$ cat src/spml_pkg.sv
// Package with register map, field positions and shared types of the serial unit.
// Overview of operation
// - After reset the unit is halted; registers open only once module stop clears.
// - A break sets the framing error flag and possibly the parity error flag.
// - Reception continues after a break, so framing error sets again after clearing.
// - With transmit disabled the transmit pin follows port direction and data latch.
// - Clearing transmit enable resets the transmitter at once and frees the pin.
// - Clocked synchronous transmission never starts while any receive error flag is set.
// - Clearing receive enable leaves the receive error flags set.
// - Module stop resets transmit shift, transmit data and status registers.
// - After mode cancel, enabling transmit drives the transmit line high.
// - A frame cut by a low-power transition is undefined and never completes.
// - Enabling transmit and its request after cancel raises a transmit-empty request.
// - Module stop resets receive shift, receive data and status registers.
// - Leaving clock output mode for asynchronous mode drives the clock pin low for half a bit.
// - A receive error sets an error flag and never sets receive-full.
package spml_pkg;
  // Register byte addresses.
  localparam logic [3:0] ADDR_MODE    = 4'h0;
  localparam logic [3:0] ADDR_BAUD    = 4'h4;
  localparam logic [3:0] ADDR_CTRL    = 4'h8;
  localparam logic [3:0] ADDR_TXDATA  = 4'hC;
  localparam logic [3:0] ADDR_STATUS  = 4'h0;
  localparam logic [3:0] ADDR_RXDATA  = 4'h4;
  localparam logic [3:0] ADDR_STOP    = 4'h8;
  // Word index space: bit 4 selects the second bank.
  localparam logic [4:0] IDX_MODE     = 5'h00;
  localparam logic [4:0] IDX_BAUD     = 5'h04;
  localparam logic [4:0] IDX_CTRL     = 5'h08;
  localparam logic [4:0] IDX_TXDATA   = 5'h0C;
  localparam logic [4:0] IDX_STATUS   = 5'h10;
  localparam logic [4:0] IDX_RXDATA   = 5'h14;
  localparam logic [4:0] IDX_STOP     = 5'h18;
  // Mode register fields.
  localparam int MODE_SYNC = 0;
  localparam int MODE_PAR  = 1;
  localparam int MODE_ODD  = 2;
  localparam int MODE_CKH  = 3;
  localparam int MODE_CKL  = 4;
  // Control register fields.
  localparam int CTRL_TXEN  = 0;
  localparam int CTRL_RXEN  = 1;
  localparam int CTRL_TXIE  = 2;
  localparam int CTRL_ENDIE = 3;
  localparam int CTRL_RIE   = 4;
  localparam int CTRL_DDR   = 5;
  localparam int CTRL_PDAT  = 6;
  // Status register fields.
  localparam int ST_TXE  = 7;
  localparam int ST_RXF  = 6;
  localparam int ST_OVR  = 5;
  localparam int ST_FRM  = 4;
  localparam int ST_PAR  = 3;
  localparam int ST_TEND = 2;
  // Reset values.
  localparam logic [7:0] BAUD_RESET = 8'h0F;
  localparam logic       STOP_RESET = 1'b1;
  // Transfer controller setup time after a data register update, in system cycles.
  localparam int          XFR_SETUP_CYC = 5;
  localparam logic [2:0]  XFR_SETUP     = 3'h5;
  // Line configuration carried from the register file to the engines.
  typedef struct packed {
    logic       sync;
    logic       par_en;
    logic       par_odd;
    logic       ext_clk;
    logic [7:0] baud;
  } spml_cfg_t;
  // Received frame result.
  typedef struct packed {
    logic [7:0] data;
    logic       frm;
    logic       par;
  } spml_rx_t;
endpackage : spml_pkg

$ cat src/spml_tx.sv
// Transmit engine: shift register, start, parity and stop bits, synchronous clock output.
`timescale 1ns/1ps
`default_nettype none
module spml_tx (
  // Clock and reset.
  input  wire logic              mclk,
  input  wire logic              srst,
  // Configuration and control.
  input  wire spml_pkg::spml_cfg_t cfg,
  input  wire logic              enable,
  // Data hand-over.
  input  wire logic              load,
  input  wire logic [7:0]        load_data,
  output var  logic              busy,
  output var  logic              done,
  // Line side.
  input  wire logic              ext_rise,
  input  wire logic              ext_fall,
  output var  logic              txd,
  output var  logic              sck
);
  typedef enum logic [1:0] {S_IDLE, S_SHIFT, S_HALF} spml_tx_state_t;
  spml_tx_state_t state, next_state;
  logic [10:0] shreg, next_shreg;
  logic [3:0]  nbits, next_nbits;
  logic [8:0]  cnt, next_cnt;
  logic        next_txd, next_sck, next_done;

  // Next-state logic; a disable drops everything at once.
  always_comb begin
    next_state = state;
    next_shreg = shreg;
    next_nbits = nbits;
    next_cnt   = cnt;
    next_txd   = txd;
    next_sck   = sck;
    next_done  = 1'b0;
    if (!enable) begin
      next_state = S_IDLE;
      next_txd   = 1'b1;
      next_sck   = 1'b1;
    end else begin
      unique case (state)
        S_IDLE: begin
          if (load) begin
            if (cfg.sync) begin
              next_shreg = {3'h7, load_data};
              next_nbits = 4'h8;
            end else begin
              next_shreg = {2'h3, cfg.par_en ? (^load_data ^ cfg.par_odd) : 1'b1, load_data};
              next_nbits = cfg.par_en ? 4'hB : 4'hA;
              next_txd   = 1'b0;
            end
            next_cnt   = {cfg.baud, 1'b1};
            next_state = cfg.sync ? S_HALF : S_SHIFT;
          end
        end
        S_SHIFT: begin
          if (cnt == 9'h000) begin
            next_nbits = nbits - 4'h1;
            next_cnt   = {cfg.baud, 1'b1};
            if (nbits == 4'h1) begin
              next_state = S_IDLE;
              next_done  = 1'b1;
              next_txd   = 1'b1;
            end else begin
              next_txd   = shreg[0];
              next_shreg = {1'b1, shreg[10:1]};
            end
          end else begin
            next_cnt = cnt - 9'h001;
          end
        end
        S_HALF: begin
          // Synchronous: data changes on falling clock, peer samples on rising.
          if (cfg.ext_clk ? ext_fall : (cnt[7:0] == 8'h00 && sck)) begin
            next_txd   = shreg[0];
            next_shreg = {1'b1, shreg[10:1]};
            next_sck   = cfg.ext_clk ? sck : 1'b0;
            next_cnt   = {1'b0, cfg.baud};
          end else if (cfg.ext_clk ? ext_rise : (cnt[7:0] == 8'h00 && !sck)) begin
            next_sck   = 1'b1;
            next_nbits = nbits - 4'h1;
            next_cnt   = {1'b0, cfg.baud};
            if (nbits == 4'h1) begin
              next_state = S_IDLE;
              next_done  = 1'b1;
            end
          end else begin
            next_cnt = cnt - 9'h001;
          end
        end
      endcase
    end
  end

  // State registers.
  always_ff @(posedge mclk) begin
    if (srst) begin
      state <= S_IDLE;
      shreg <= 11'h7FF;
      nbits <= 4'h0;
      cnt   <= 9'h000;
      txd   <= 1'b1;
      sck   <= 1'b1;
      done  <= 1'b0;
    end else begin
      state <= next_state;
      shreg <= next_shreg;
      nbits <= next_nbits;
      cnt   <= next_cnt;
      txd   <= next_txd;
      sck   <= next_sck;
      done  <= next_done;
    end
  end

  assign busy = (state != S_IDLE);
endmodule : spml_tx
`default_nettype wire

$ cat src/spml_rx.sv
// Receive engine: start detection, mid-bit sampling, parity and framing checks.
`timescale 1ns/1ps
`default_nettype none
module spml_rx (
  // Clock and reset.
  input  wire logic              mclk,
  input  wire logic              srst,
  // Configuration and control.
  input  wire spml_pkg::spml_cfg_t cfg,
  input  wire logic              enable,
  // Line side, already synchronised.
  input  wire logic              rxd,
  input  wire logic              clk_rise,
  // Result.
  output var  logic              got,
  output var  spml_pkg::spml_rx_t result
);
  typedef enum logic [1:0] {S_IDLE, S_START, S_BITS} spml_rx_state_t;
  spml_rx_state_t state, next_state;
  logic [9:0] shreg, next_shreg;
  logic [3:0] nbits, next_nbits;
  logic [8:0] cnt, next_cnt;
  logic       next_got;
  spml_pkg::spml_rx_t next_result;

  // Next-state logic; a line held low simply frames again, so breaks repeat.
  always_comb begin
    next_state  = state;
    next_shreg  = shreg;
    next_nbits  = nbits;
    next_cnt    = cnt;
    next_got    = 1'b0;
    next_result = result;
    if (!enable) begin
      next_state = S_IDLE;
    end else begin
      unique case (state)
        S_IDLE: begin
          if (cfg.sync) begin
            if (clk_rise) begin
              next_shreg = {rxd, shreg[9:1]};
              next_nbits = 4'h1;
              next_state = S_BITS;
            end
          end else if (!rxd) begin
            next_cnt   = {1'b0, cfg.baud};
            next_state = S_START;
          end
        end
        S_START: begin
          if (cnt == 9'h000) begin
            next_cnt   = {cfg.baud, 1'b1};
            next_nbits = 4'h0;
            next_state = rxd ? S_IDLE : S_BITS;
          end else begin
            next_cnt = cnt - 9'h001;
          end
        end
        S_BITS: begin
          if (cfg.sync) begin
            if (clk_rise) begin
              next_shreg = {rxd, shreg[9:1]};
              next_nbits = nbits + 4'h1;
              if (nbits == 4'h7) begin
                next_got         = 1'b1;
                next_result.data = {rxd, shreg[9:3]};
                next_result.frm  = 1'b0;
                next_result.par  = 1'b0;
                next_state       = S_IDLE;
              end
            end
          end else if (cnt == 9'h000) begin
            next_cnt   = {cfg.baud, 1'b1};
            next_nbits = nbits + 4'h1;
            next_shreg = {rxd, shreg[9:1]};
            if (nbits == (cfg.par_en ? 4'h9 : 4'h8)) begin
              next_got         = 1'b1;
              next_state       = S_IDLE;
              next_result.frm  = !rxd;
              next_result.data = cfg.par_en ? shreg[8:1] : shreg[9:2];
              next_result.par  = cfg.par_en & (^shreg[9:1] ^ cfg.par_odd);
            end
          end else begin
            next_cnt = cnt - 9'h001;
          end
        end
        default: next_state = S_IDLE;
      endcase
    end
  end

  // State registers.
  always_ff @(posedge mclk) begin
    if (srst) begin
      state  <= S_IDLE;
      shreg  <= 10'h000;
      nbits  <= 4'h0;
      cnt    <= 9'h000;
      got    <= 1'b0;
      result <= '0;
    end else begin
      state  <= next_state;
      shreg  <= next_shreg;
      nbits  <= next_nbits;
      cnt    <= next_cnt;
      got    <= next_got;
      result <= next_result;
    end
  end
endmodule : spml_rx
`default_nettype wire

$ cat src/spml_top.sv
// Serial unit top: Wishbone register file, module stop, pin muxing and status flags.
`timescale 1ns/1ps
`default_nettype none
module spml_top (
  // Clock and reset.
  input  wire logic        mclk,
  input  wire logic        srst,
  // Wishbone slave.
  input  wire logic        wb_cyc_i,
  input  wire logic        wb_stb_i,
  input  wire logic        wb_we_i,
  input  wire logic [4:0]  wb_adr_i,
  input  wire logic [3:0]  wb_sel_i,
  input  wire logic [31:0] wb_dat_i,
  output var  logic [31:0] wb_dat_o,
  output var  logic        wb_ack_o,
  // Serial pins.
  input  wire logic        rxd_pin,
  output var  logic        txd_o,
  output var  logic        txd_oe,
  input  wire logic        sck_i,
  output var  logic        sck_o,
  output var  logic        sck_oe,
  // Requests to the transfer controller and CPU.
  output var  logic        rx_full_request,
  output var  logic        tx_empty_request,
  output var  logic        tx_end_request,
  output var  logic        rx_error_request
);
  // Register file.
  logic [4:0] mode, next_mode;
  logic [7:0] baud, next_baud;
  logic [6:0] ctrl, next_ctrl;
  logic [7:0] tx_data_register, next_tx_data_register;
  logic [7:0] rx_data_register, next_rx_data_register;
  logic [7:0] serial_status_register, next_serial_status_register;
  logic       mstop, next_mstop;
  logic       next_ack;
  logic [31:0] next_dat;
  logic       status_read, next_status_read;
  logic [2:0] setup_cnt, next_setup_cnt;
  logic       sck_low_half, next_sck_low_half;
  logic [8:0] half_cnt, next_half_cnt;
  logic       next_txd_o, next_txd_oe, next_sck_o, next_sck_oe;
  logic       next_rxf, next_txe, next_tend, next_rxe;
  // Synchronisers.
  logic [1:0] rxd_sync, sck_sync;
  logic       sck_prev;
  // Engine wiring.
  spml_pkg::spml_cfg_t cfg;
  spml_pkg::spml_rx_t  rx_res;
  logic       tx_busy, tx_done, tx_line, tx_sck, rx_got, tx_load;
  logic       ext_rise, ext_fall, err_any, wb_req;

  // Two-stage synchronisers for the line inputs; edges come from the second stage only.
  always_ff @(posedge mclk) begin
    if (srst) begin
      rxd_sync <= 2'b11;
      sck_sync <= 2'b11;
      sck_prev <= 1'b1;
    end else begin
      rxd_sync <= {rxd_sync[0], rxd_pin};
      sck_sync <= {sck_sync[0], sck_i};
      sck_prev <= sck_sync[1];
    end
  end

  // Derived controls.
  assign ext_rise = sck_sync[1] & ~sck_prev;
  assign ext_fall = ~sck_sync[1] & sck_prev & (setup_cnt == 3'h0);
  assign err_any  = serial_status_register[spml_pkg::ST_OVR] | serial_status_register[spml_pkg::ST_FRM] |
                    serial_status_register[spml_pkg::ST_PAR];
  assign cfg.sync    = mode[spml_pkg::MODE_SYNC];
  assign cfg.par_en  = mode[spml_pkg::MODE_PAR];
  assign cfg.par_odd = mode[spml_pkg::MODE_ODD];
  assign cfg.ext_clk = mode[spml_pkg::MODE_CKH];
  assign cfg.baud    = baud;
  assign wb_req      = wb_cyc_i & wb_stb_i & ~wb_ack_o;
  // Start a frame when data waits, the line is idle and no error blocks sync mode.
  assign tx_load = ~serial_status_register[spml_pkg::ST_TXE] & ~tx_busy & ~tx_done &
                   ~(cfg.sync & err_any);

  spml_tx u_tx (
    .mclk      (mclk),
    .srst      (srst),
    .cfg       (cfg),
    .enable    (ctrl[spml_pkg::CTRL_TXEN] & ~mstop),
    .load      (tx_load),
    .load_data (tx_data_register),
    .busy      (tx_busy),
    .done      (tx_done),
    .ext_rise  (ext_rise),
    .ext_fall  (ext_fall),
    .txd       (tx_line),
    .sck       (tx_sck)
  );

  spml_rx u_rx (
    .mclk     (mclk),
    .srst     (srst),
    .cfg      (cfg),
    .enable   (ctrl[spml_pkg::CTRL_RXEN] & ~mstop),
    .rxd      (rxd_sync[1]),
    .clk_rise (cfg.ext_clk ? ext_rise : (tx_sck & ~sck_o & sck_oe)),
    .got      (rx_got),
    .result   (rx_res)
  );

  // Register, flag and pin next values.
  always_comb begin
    next_mode  = mode;
    next_baud  = baud;
    next_ctrl  = ctrl;
    next_mstop = mstop;
    next_tx_data_register       = tx_data_register;
    next_rx_data_register       = rx_data_register;
    next_serial_status_register = serial_status_register;
    next_status_read = status_read;
    next_ack = wb_req;
    next_dat = 32'h0000_0000;
    next_setup_cnt = (setup_cnt != 3'h0) ? setup_cnt - 3'h1 : 3'h0;
    next_sck_low_half = sck_low_half;
    next_half_cnt = (half_cnt != 9'h000) ? half_cnt - 9'h001 : 9'h000;
    // Bus access; all but the stop register are locked while stopped.
    if (wb_req && wb_we_i && wb_sel_i[0]) begin
      if (wb_adr_i == spml_pkg::IDX_STOP) begin
        next_mstop = wb_dat_i[0];
      end else if (!mstop) begin
        unique case (wb_adr_i)
          spml_pkg::IDX_MODE:   next_mode = wb_dat_i[4:0];
          spml_pkg::IDX_BAUD:   next_baud = wb_dat_i[7:0];
          spml_pkg::IDX_CTRL:   next_ctrl = wb_dat_i[6:0];
          spml_pkg::IDX_TXDATA: begin
            next_tx_data_register = wb_dat_i[7:0];
            next_setup_cnt = spml_pkg::XFR_SETUP;
          end
          spml_pkg::IDX_STATUS: begin
            // Clear-only flags: a zero write clears after a status read.
            if (status_read) begin
              next_serial_status_register = serial_status_register & wb_dat_i[7:0];
              next_serial_status_register[spml_pkg::ST_TEND] = serial_status_register[spml_pkg::ST_TEND];
              next_status_read = 1'b0;
            end
          end
          default: ;
        endcase
      end
    end else if (wb_req && !wb_we_i) begin
      unique case (wb_adr_i)
        spml_pkg::IDX_MODE:   next_dat = {27'h0, mode & {5{~mstop}}};
        spml_pkg::IDX_BAUD:   next_dat = {24'h0, baud & {8{~mstop}}};
        spml_pkg::IDX_CTRL:   next_dat = {25'h0, ctrl & {7{~mstop}}};
        spml_pkg::IDX_TXDATA: next_dat = {24'h0, tx_data_register & {8{~mstop}}};
        spml_pkg::IDX_STATUS: begin
          next_dat = {24'h0, serial_status_register & {8{~mstop}}};
          next_status_read = ~mstop;
        end
        spml_pkg::IDX_RXDATA: begin
          next_dat = {24'h0, rx_data_register & {8{~mstop}}};
          if (!mstop) begin
            next_serial_status_register[spml_pkg::ST_RXF] = 1'b0;
          end
        end
        spml_pkg::IDX_STOP:   next_dat = {31'h0, mstop};
        default:              next_dat = 32'h0000_0000;
      endcase
    end
    // Hardware events come after the bus, so a software clear in the same cycle loses.
    if (tx_load) begin
      next_serial_status_register[spml_pkg::ST_TXE]  = 1'b1;
      next_serial_status_register[spml_pkg::ST_TEND] = 1'b0;
    end
    // Receive results: errors never set receive-full; overrun if unread.
    if (rx_got) begin
      if (serial_status_register[spml_pkg::ST_RXF] || err_any) begin
        next_serial_status_register[spml_pkg::ST_OVR] = 1'b1;
      end else if (rx_res.frm || rx_res.par) begin
        next_serial_status_register[spml_pkg::ST_FRM] = rx_res.frm |
          next_serial_status_register[spml_pkg::ST_FRM];
        next_serial_status_register[spml_pkg::ST_PAR] = rx_res.par |
          next_serial_status_register[spml_pkg::ST_PAR];
      end else begin
        next_rx_data_register = rx_res.data;
        next_serial_status_register[spml_pkg::ST_RXF] = 1'b1;
      end
    end
    if (tx_done && serial_status_register[spml_pkg::ST_TXE]) begin
      next_serial_status_register[spml_pkg::ST_TEND] = 1'b1;
    end
    // Receive enable alone never clears error flags; module stop or a status write after a status read does.
    if (mstop) begin
      next_serial_status_register = 8'h84;
      next_tx_data_register = 8'hFF;
      next_rx_data_register = 8'h00;
    end
    // Clock pin handover: dropping sync mode with clock output gives half a bit low.
    if (mode[spml_pkg::MODE_SYNC] && !next_mode[spml_pkg::MODE_SYNC] && !mode[spml_pkg::MODE_CKH]) begin
      next_sck_low_half = 1'b1;
      next_half_cnt = {1'b0, baud};
    end else if (sck_low_half && half_cnt == 9'h000) begin
      next_sck_low_half = 1'b0;
    end
    // Transmit pin: serial output when enabled, port latch otherwise.
    if (ctrl[spml_pkg::CTRL_TXEN] && !mstop) begin
      next_txd_o  = tx_line;
      next_txd_oe = 1'b1;
    end else begin
      next_txd_o  = ctrl[spml_pkg::CTRL_PDAT];
      next_txd_oe = ctrl[spml_pkg::CTRL_DDR];
    end
    // Clock pin: driven by the unit in sync internal mode, else port or input.
    if (sck_low_half) begin
      next_sck_o  = 1'b0;
      next_sck_oe = 1'b1;
    end else if (mode[spml_pkg::MODE_SYNC] && !mode[spml_pkg::MODE_CKH] && !mstop) begin
      next_sck_o  = tx_sck;
      next_sck_oe = 1'b1;
    end else if (mode[spml_pkg::MODE_SYNC]) begin
      next_sck_o  = 1'b1;
      next_sck_oe = 1'b0;
    end else begin
      next_sck_o  = ctrl[spml_pkg::CTRL_PDAT];
      next_sck_oe = ctrl[spml_pkg::CTRL_DDR];
    end
    // Requests.
    next_txe  = ctrl[spml_pkg::CTRL_TXEN] & ctrl[spml_pkg::CTRL_TXIE] &
                serial_status_register[spml_pkg::ST_TXE] & ~mstop;
    next_tend = ctrl[spml_pkg::CTRL_ENDIE] & serial_status_register[spml_pkg::ST_TEND] & ~mstop;
    next_rxf  = ctrl[spml_pkg::CTRL_RIE] & serial_status_register[spml_pkg::ST_RXF] & ~mstop;
    next_rxe  = ctrl[spml_pkg::CTRL_RIE] & err_any & ~mstop;
  end

  // Register update.
  always_ff @(posedge mclk) begin
    if (srst) begin
      mode  <= 5'h00;
      baud  <= spml_pkg::BAUD_RESET;
      ctrl  <= 7'h00;
      mstop <= spml_pkg::STOP_RESET;
      tx_data_register       <= 8'hFF;
      rx_data_register       <= 8'h00;
      serial_status_register <= 8'h84;
      status_read      <= 1'b0;
      wb_ack_o         <= 1'b0;
      wb_dat_o         <= 32'h0000_0000;
      setup_cnt        <= 3'h0;
      sck_low_half     <= 1'b0;
      half_cnt         <= 9'h000;
      txd_o            <= 1'b1;
      txd_oe           <= 1'b0;
      sck_o            <= 1'b1;
      sck_oe           <= 1'b0;
      rx_full_request  <= 1'b0;
      tx_empty_request <= 1'b0;
      tx_end_request   <= 1'b0;
      rx_error_request <= 1'b0;
    end else begin
      mode  <= next_mode;
      baud  <= next_baud;
      ctrl  <= next_ctrl;
      mstop <= next_mstop;
      tx_data_register       <= next_tx_data_register;
      rx_data_register       <= next_rx_data_register;
      serial_status_register <= next_serial_status_register;
      status_read      <= next_status_read;
      wb_ack_o         <= next_ack;
      wb_dat_o         <= next_dat;
      setup_cnt        <= next_setup_cnt;
      sck_low_half     <= next_sck_low_half;
      half_cnt         <= next_half_cnt;
      txd_o            <= next_txd_o;
      txd_oe           <= next_txd_oe;
      sck_o            <= next_sck_o;
      sck_oe           <= next_sck_oe;
      rx_full_request  <= next_rxf;
      tx_empty_request <= next_txe;
      tx_end_request   <= next_tend;
      rx_error_request <= next_rxe;
    end
  end
endmodule : spml_top
`default_nettype wire

$ cat config.mk
export PLATFORM = sky130hd
export DESIGN_NAME = spml_top
export DESIGN_NICKNAME = d
export VERILOG_FILES = /design/src/spml_pkg.sv /design/src/spml_tx.sv /design/src/spml_rx.sv /design/src/spml_top.sv
export SDC_FILE = /design/constraint.sdc
export NUM_CORES = 1
export LEC_CHECK = 0
export BUFFER_PORTS_ARGS = -buffer_cell sky130_fd_sc_hd__buf_2
export CAP_MARGIN = 20
export CORE_MARGIN = 2
export CORE_UTILIZATION = 34
export DETAILED_ROUTE_END_ITERATION = 10
export GPL_ROUTABILITY_DRIVEN = 0
export GPL_TIMING_DRIVEN = 0
export MAX_ROUTING_LAYER = met4
export SYNTH_ARGS = -nofsm -noshare
export SYNTH_HDL_FRONTEND = slang
export SYNTH_SLANG_ARGS = --single-unit
$ cat constraint.sdc
create_clock -name mclk -period 2.94 [get_ports mclk]
set_input_delay 0.294 -clock mclk [delete_from_list [all_inputs] [get_ports mclk]]
set_output_delay 0.294 -clock mclk [all_outputs]
set_load 0.01 [all_outputs]
==> flow_metrics.tcl <==
set metrics [dict create \
    finish.cell_count_without_fillers 1284 \
    port-buffer-count 34 \
    slowest_delay_ns 0.74 \
    mostFrequentLayoutCell "sky130_fd_sc_hd__dfxtp_1" \
    intPower_mw 3.39 \
    critPathRequiredTime_ns 3.26 \
    antenna_found_initial 0 \
    layout.cells.most_common_list "143 x sky130_fd_sc_hd__dfxtp_1, 101 x sky130_fd_sc_hd__nor2_1, 66 x sky130_fd_sc_hd__mux2i_1" \
    placedInstanceArea_sq_mm 0.00847 \
    tritoncts_clock_tree "done" \
    leakage_nw 3.40 \
    run_status "completed" \
    synth.ff_latch_count 143 \
    cp_cell_sequence "inv_1 > ha_1 > nor4b_1 > nand3_1 > nand3_1 > o221ai_1 > a221o_1" \
    synth-edff-count 0 \
    clock_power_share_pct 46.8 \
    drc_errors 0 \
    dr.first_iter.drc_count 515 \
    synthesis.area_per_instance_sq_um 8.64 \
    grt_start_max_net_pins 17 \
    final-hold-violation-count 0 \
    ff2ff_path_depth 7 \
    final-seq-area_sq_mm 0.00286 \
    floorplan.die.width_um 156 \
    report.power.total_mw 4.59 \
    critical_path.slowest_cell "sky130_fd_sc_hd__nor4b_1" \
    dr.pass1.iters 5 \
    overall_routed_net_length_mm 23.2 \
    totalNegativeSetupSlack_ns 0 \
    hold_path.startpoint "rxd_pin" \
    cap_viol_max_count 0 \
    share_of_synthesized_flip_flops_with_an_asynchronous_set_or_reset_pct 0 \
    power.sequential.fraction_pct 43.8 \
    design.die.area_sq_mm 0.0243 \
    synth_top_flop_cell "sky130_fd_sc_hd__dfxtp_1" \
    design_area_sq_mm 0.00905 \
    worst-endpoint-arrival_ns 3.12 \
    timing.hold.worst.class "in2reg" \
    post_drt_wl_per_cell_um 18.1 \
    report.final.setup_viol 0 \
    synth.top_cells.by_area "sky130_fd_sc_hd__dfxtp_1 36%, sky130_fd_sc_hd__mux2i_1 8.4%, sky130_fd_sc_hd__nor2_1 4.8%" \
    timing.final.crit_period_ns 2.80 \
    critical_path.endpoint_type "flop" \
    area_occupied_by_multi_input_gates_sq_mm 0.00455 \
    fin_worst_skew_ns 0.0124 \
    timing_max_transition_violations_final 0 \
    grt_pass1_vias 6479 \
    syn-cell-area_sq_mm 0.00786 \
    synth_seq_area_share_pct 36.4 \
    clk_transition_reported_paths_ns 0.06 \
    final_antenna_net_count 0 \
    timing.hold.worst_path_depth 2 \
    die_y_um 156 \
    routed_via_density 5.43 \
    critPathTopFamily "simple AND/OR/NAND/NOR gates" \
    timing.reg2reg.setup_slack_ns 0.14 \
    dpl.cell_count 1251 \
    worst_ir_drop_vdd_mv 0.273 \
    initial_utilization_pct 34.7 \
    cts.path.max_buffers 2 \
    timing.setup.critical_path_class "reg2reg" \
    synth_warnings 0 \
    vias 6978 \
    combinational_power_share_pct 9.3 \
    worst_path_bufs_invs 1 \
    tightest_slew_ns 1.02 \
    power.density_cell_area_mw_per_mm2 508 \
    core_area_sq_mm 0.0226 \
    switchingPower_mw 1.20 \
    synth.top_cell.area_share_pct 36.4 \
    final.hold.worst_slack_ns 0.0476 \
    numClockSinks 143 \
    tritoncts.num_buffers 17 \
    post_synth_inst_count 909 \
    gr-total-overflow 0 \
    postCtsSetupRepairBufs 0 \
    critical-path-top-cell-by-count "sky130_fd_sc_hd__nand3_1" \
    clock-root-buffer "sky130_fd_sc_hd__clkbuf_16" \
    top_level_ports 89 \
    global_route_wire_length_before_repair_mm 36.1 \
    grt.total_usage_pct 19.8 \
    r2r-end "u_tx.cnt[7]" \
    rsz0062_at_grt "no" \
    cts_htree_levels 4 \
    fp-row-count 55 \
    fillerInstances 2315 \
    yosysTopAreaCell "sky130_fd_sc_hd__dfxtp_1" \
    cts_hold_repair.buffers 0 \
    reg2reg_from "u_tx.cnt[0]" \
    cts-resized-gates 0 \
    netSwitchingFraction_pct 26.1 \
    ys_types 84 \
    drive_above_1_share_pct 13.0 \
    synth_to_layout_area_growth_pct 15.2 \
    share_of_the_cycle_needed_by_the_critical_path_after_routing_pct 95.1 \
    fmax_mhz 357 \
    slew_headroom_pct 31.8 \
    hold-path-endpoint "rxd_sync[0]" \
    worstSetupStartpointType "flop" \
    crit_path_max_fanout 8 \
    hpwl_mm 16.8 \
    fin_nets 1048 \
    worst_skew_pair.late_latency_ns 0.44 \
]
## cell type report
type                            instances  share of cell area, %
Sequential cell                       143                   31.6
Clock inverter                         13                   1.41
Buffer                                 78                   4.62
Timing Repair Buffer                   34                   1.88
Antenna cell                            1                 0.0276
Tap cell                              285                   3.94
Clock buffer                           19                   5.00
Inverter                               29                   1.20
Multi-Input combinational cell        682                   50.3
## routing by layer
metal  vias to the layer above  global-route usage (%)  part of all wire (%)
met5                         -                       -                     0
met1                      3321                    26.7                    47
met2                       211                    30.4                    45
met3                        32                    4.22                   6.1
met4                         0                    5.16                   1.5
li1                       3414                       -                     -
## how the worst max path moves through the flow
stage | from | endpoint | slack, ns | cells past startpoint
5_1_grt | u_tx.cnt[0] | u_tx.cnt[7] | 0.03 | 7
2_1_floorplan | half_cnt[0] | half_cnt[0] | 0.76 | 7
4_1_cts | u_tx.cnt[0] | u_tx.cnt[7] | 0.23 | 7
3_3_place_gp | u_tx.cnt[0] | u_tx.cnt[7] | 0.29 | 7
6_report | u_tx.cnt[0] | u_tx.cnt[7] | 0.14 | 7
3_5_place_dp | u_tx.cnt[0] | u_tx.cnt[7] | 0.25 | 7
## cells in the mapped netlist (5+ instances only)
| cell | number |
|---|---|
| sky130_fd_sc_hd__or3_1 | 6 |
| sky130_fd_sc_hd__nor2b_1 | 16 |
| sky130_fd_sc_hd__a22o_1 | 5 |
| sky130_fd_sc_hd__and3_1 | 8 |
| sky130_fd_sc_hd__o211ai_1 | 15 |
| sky130_fd_sc_hd__o2111ai_1 | 9 |
| sky130_fd_sc_hd__nor2_1 | 101 |
| sky130_fd_sc_hd__a211o_1 | 15 |
| sky130_fd_sc_hd__nand2_1 | 49 |
| sky130_fd_sc_hd__dfxtp_1 | 143 |
| sky130_fd_sc_hd__and2_1 | 8 |
| sky130_fd_sc_hd__buf_4 | 24 |
| sky130_fd_sc_hd__inv_1 | 28 |
| sky130_fd_sc_hd__a22oi_1 | 12 |
| sky130_fd_sc_hd__xnor2_1 | 20 |
| sky130_fd_sc_hd__nor3_1 | 22 |
| sky130_fd_sc_hd__a31oi_1 | 6 |
| sky130_fd_sc_hd__mux2i_1 | 66 |
| sky130_fd_sc_hd__a21oi_1 | 43 |
| sky130_fd_sc_hd__xor2_1 | 10 |
| sky130_fd_sc_hd__a221oi_1 | 12 |
| sky130_fd_sc_hd__buf_1 | 5 |
| sky130_fd_sc_hd__clkbuf_1 | 41 |
| sky130_fd_sc_hd__nand4_1 | 7 |
| sky130_fd_sc_hd__a21o_1 | 8 |
| sky130_fd_sc_hd__a311oi_1 | 8 |
| sky130_fd_sc_hd__o21ai_0 | 42 |
| sky130_fd_sc_hd__o21a_1 | 5 |
| sky130_fd_sc_hd__or2_2 | 10 |
| sky130_fd_sc_hd__nand3_1 | 27 |
| sky130_fd_sc_hd__ha_1 | 15 |
| sky130_fd_sc_hd__nand2b_1 | 22 |
## registers in the layout, summed over array words and instances, names as in the netlist, 8 cells and up
signal and flops:
wb_dat_o 8, u_rx.cnt 9, half_cnt 9, u_rx.shreg 9
u_tx.cnt 9, u_rx.result 10, rx_data_register 8, tx_data_register 8
serial_status_register 8, baud 8, u_tx.shreg 9
## power groups by stage
stage | Clock [mW] | Combinational, mW | Sequential (mW)
after global placement | 0 | 0.413 | 2.05
after global routing | 2.26 | 0.486 | 2.02
after detailed placement | 0 | 0.418 | 2.05
final | 2.15 | 0.428 | 2.01
after floorplan | 0 | 0.325 | 2.05
after CTS | 2.17 | 0.421 | 2.01
## worst register-to-register path, stage by stage, from the launching register on
cell and delay (ns):
sky130_fd_sc_hd__dfxtp_1 0.36, sky130_fd_sc_hd__inv_1 0.08, sky130_fd_sc_hd__ha_1 0.22, sky130_fd_sc_hd__nor4b_1 0.74, sky130_fd_sc_hd__nand3_1 0.51, sky130_fd_sc_hd__nand3_1 0.29, sky130_fd_sc_hd__o221ai_1 0.16, sky130_fd_sc_hd__a221o_1 0.35
## stage by stage
step	worst slack, ns	utilization (%)
after floorplan	0.758	-
after global placement	0.286	37.4
after detailed placement	0.245	37.4
after CTS	0.233	40.0
after global routing	0.0342	40.0
final	0.143	40.0
## cells by family after synthesis
logic type | synth area share, %
DFF | 36.4
other | 0.0477
adders and majority gates | 2.39
muxes | 8.55
AOI/OAI and AO/OA | 21.3
and+or+nand+nor | 20.9
buffers and inverters | 6.71
xor gates and xnor gates | 3.63
Note: power is estimated with default switching activity, not from simulation.
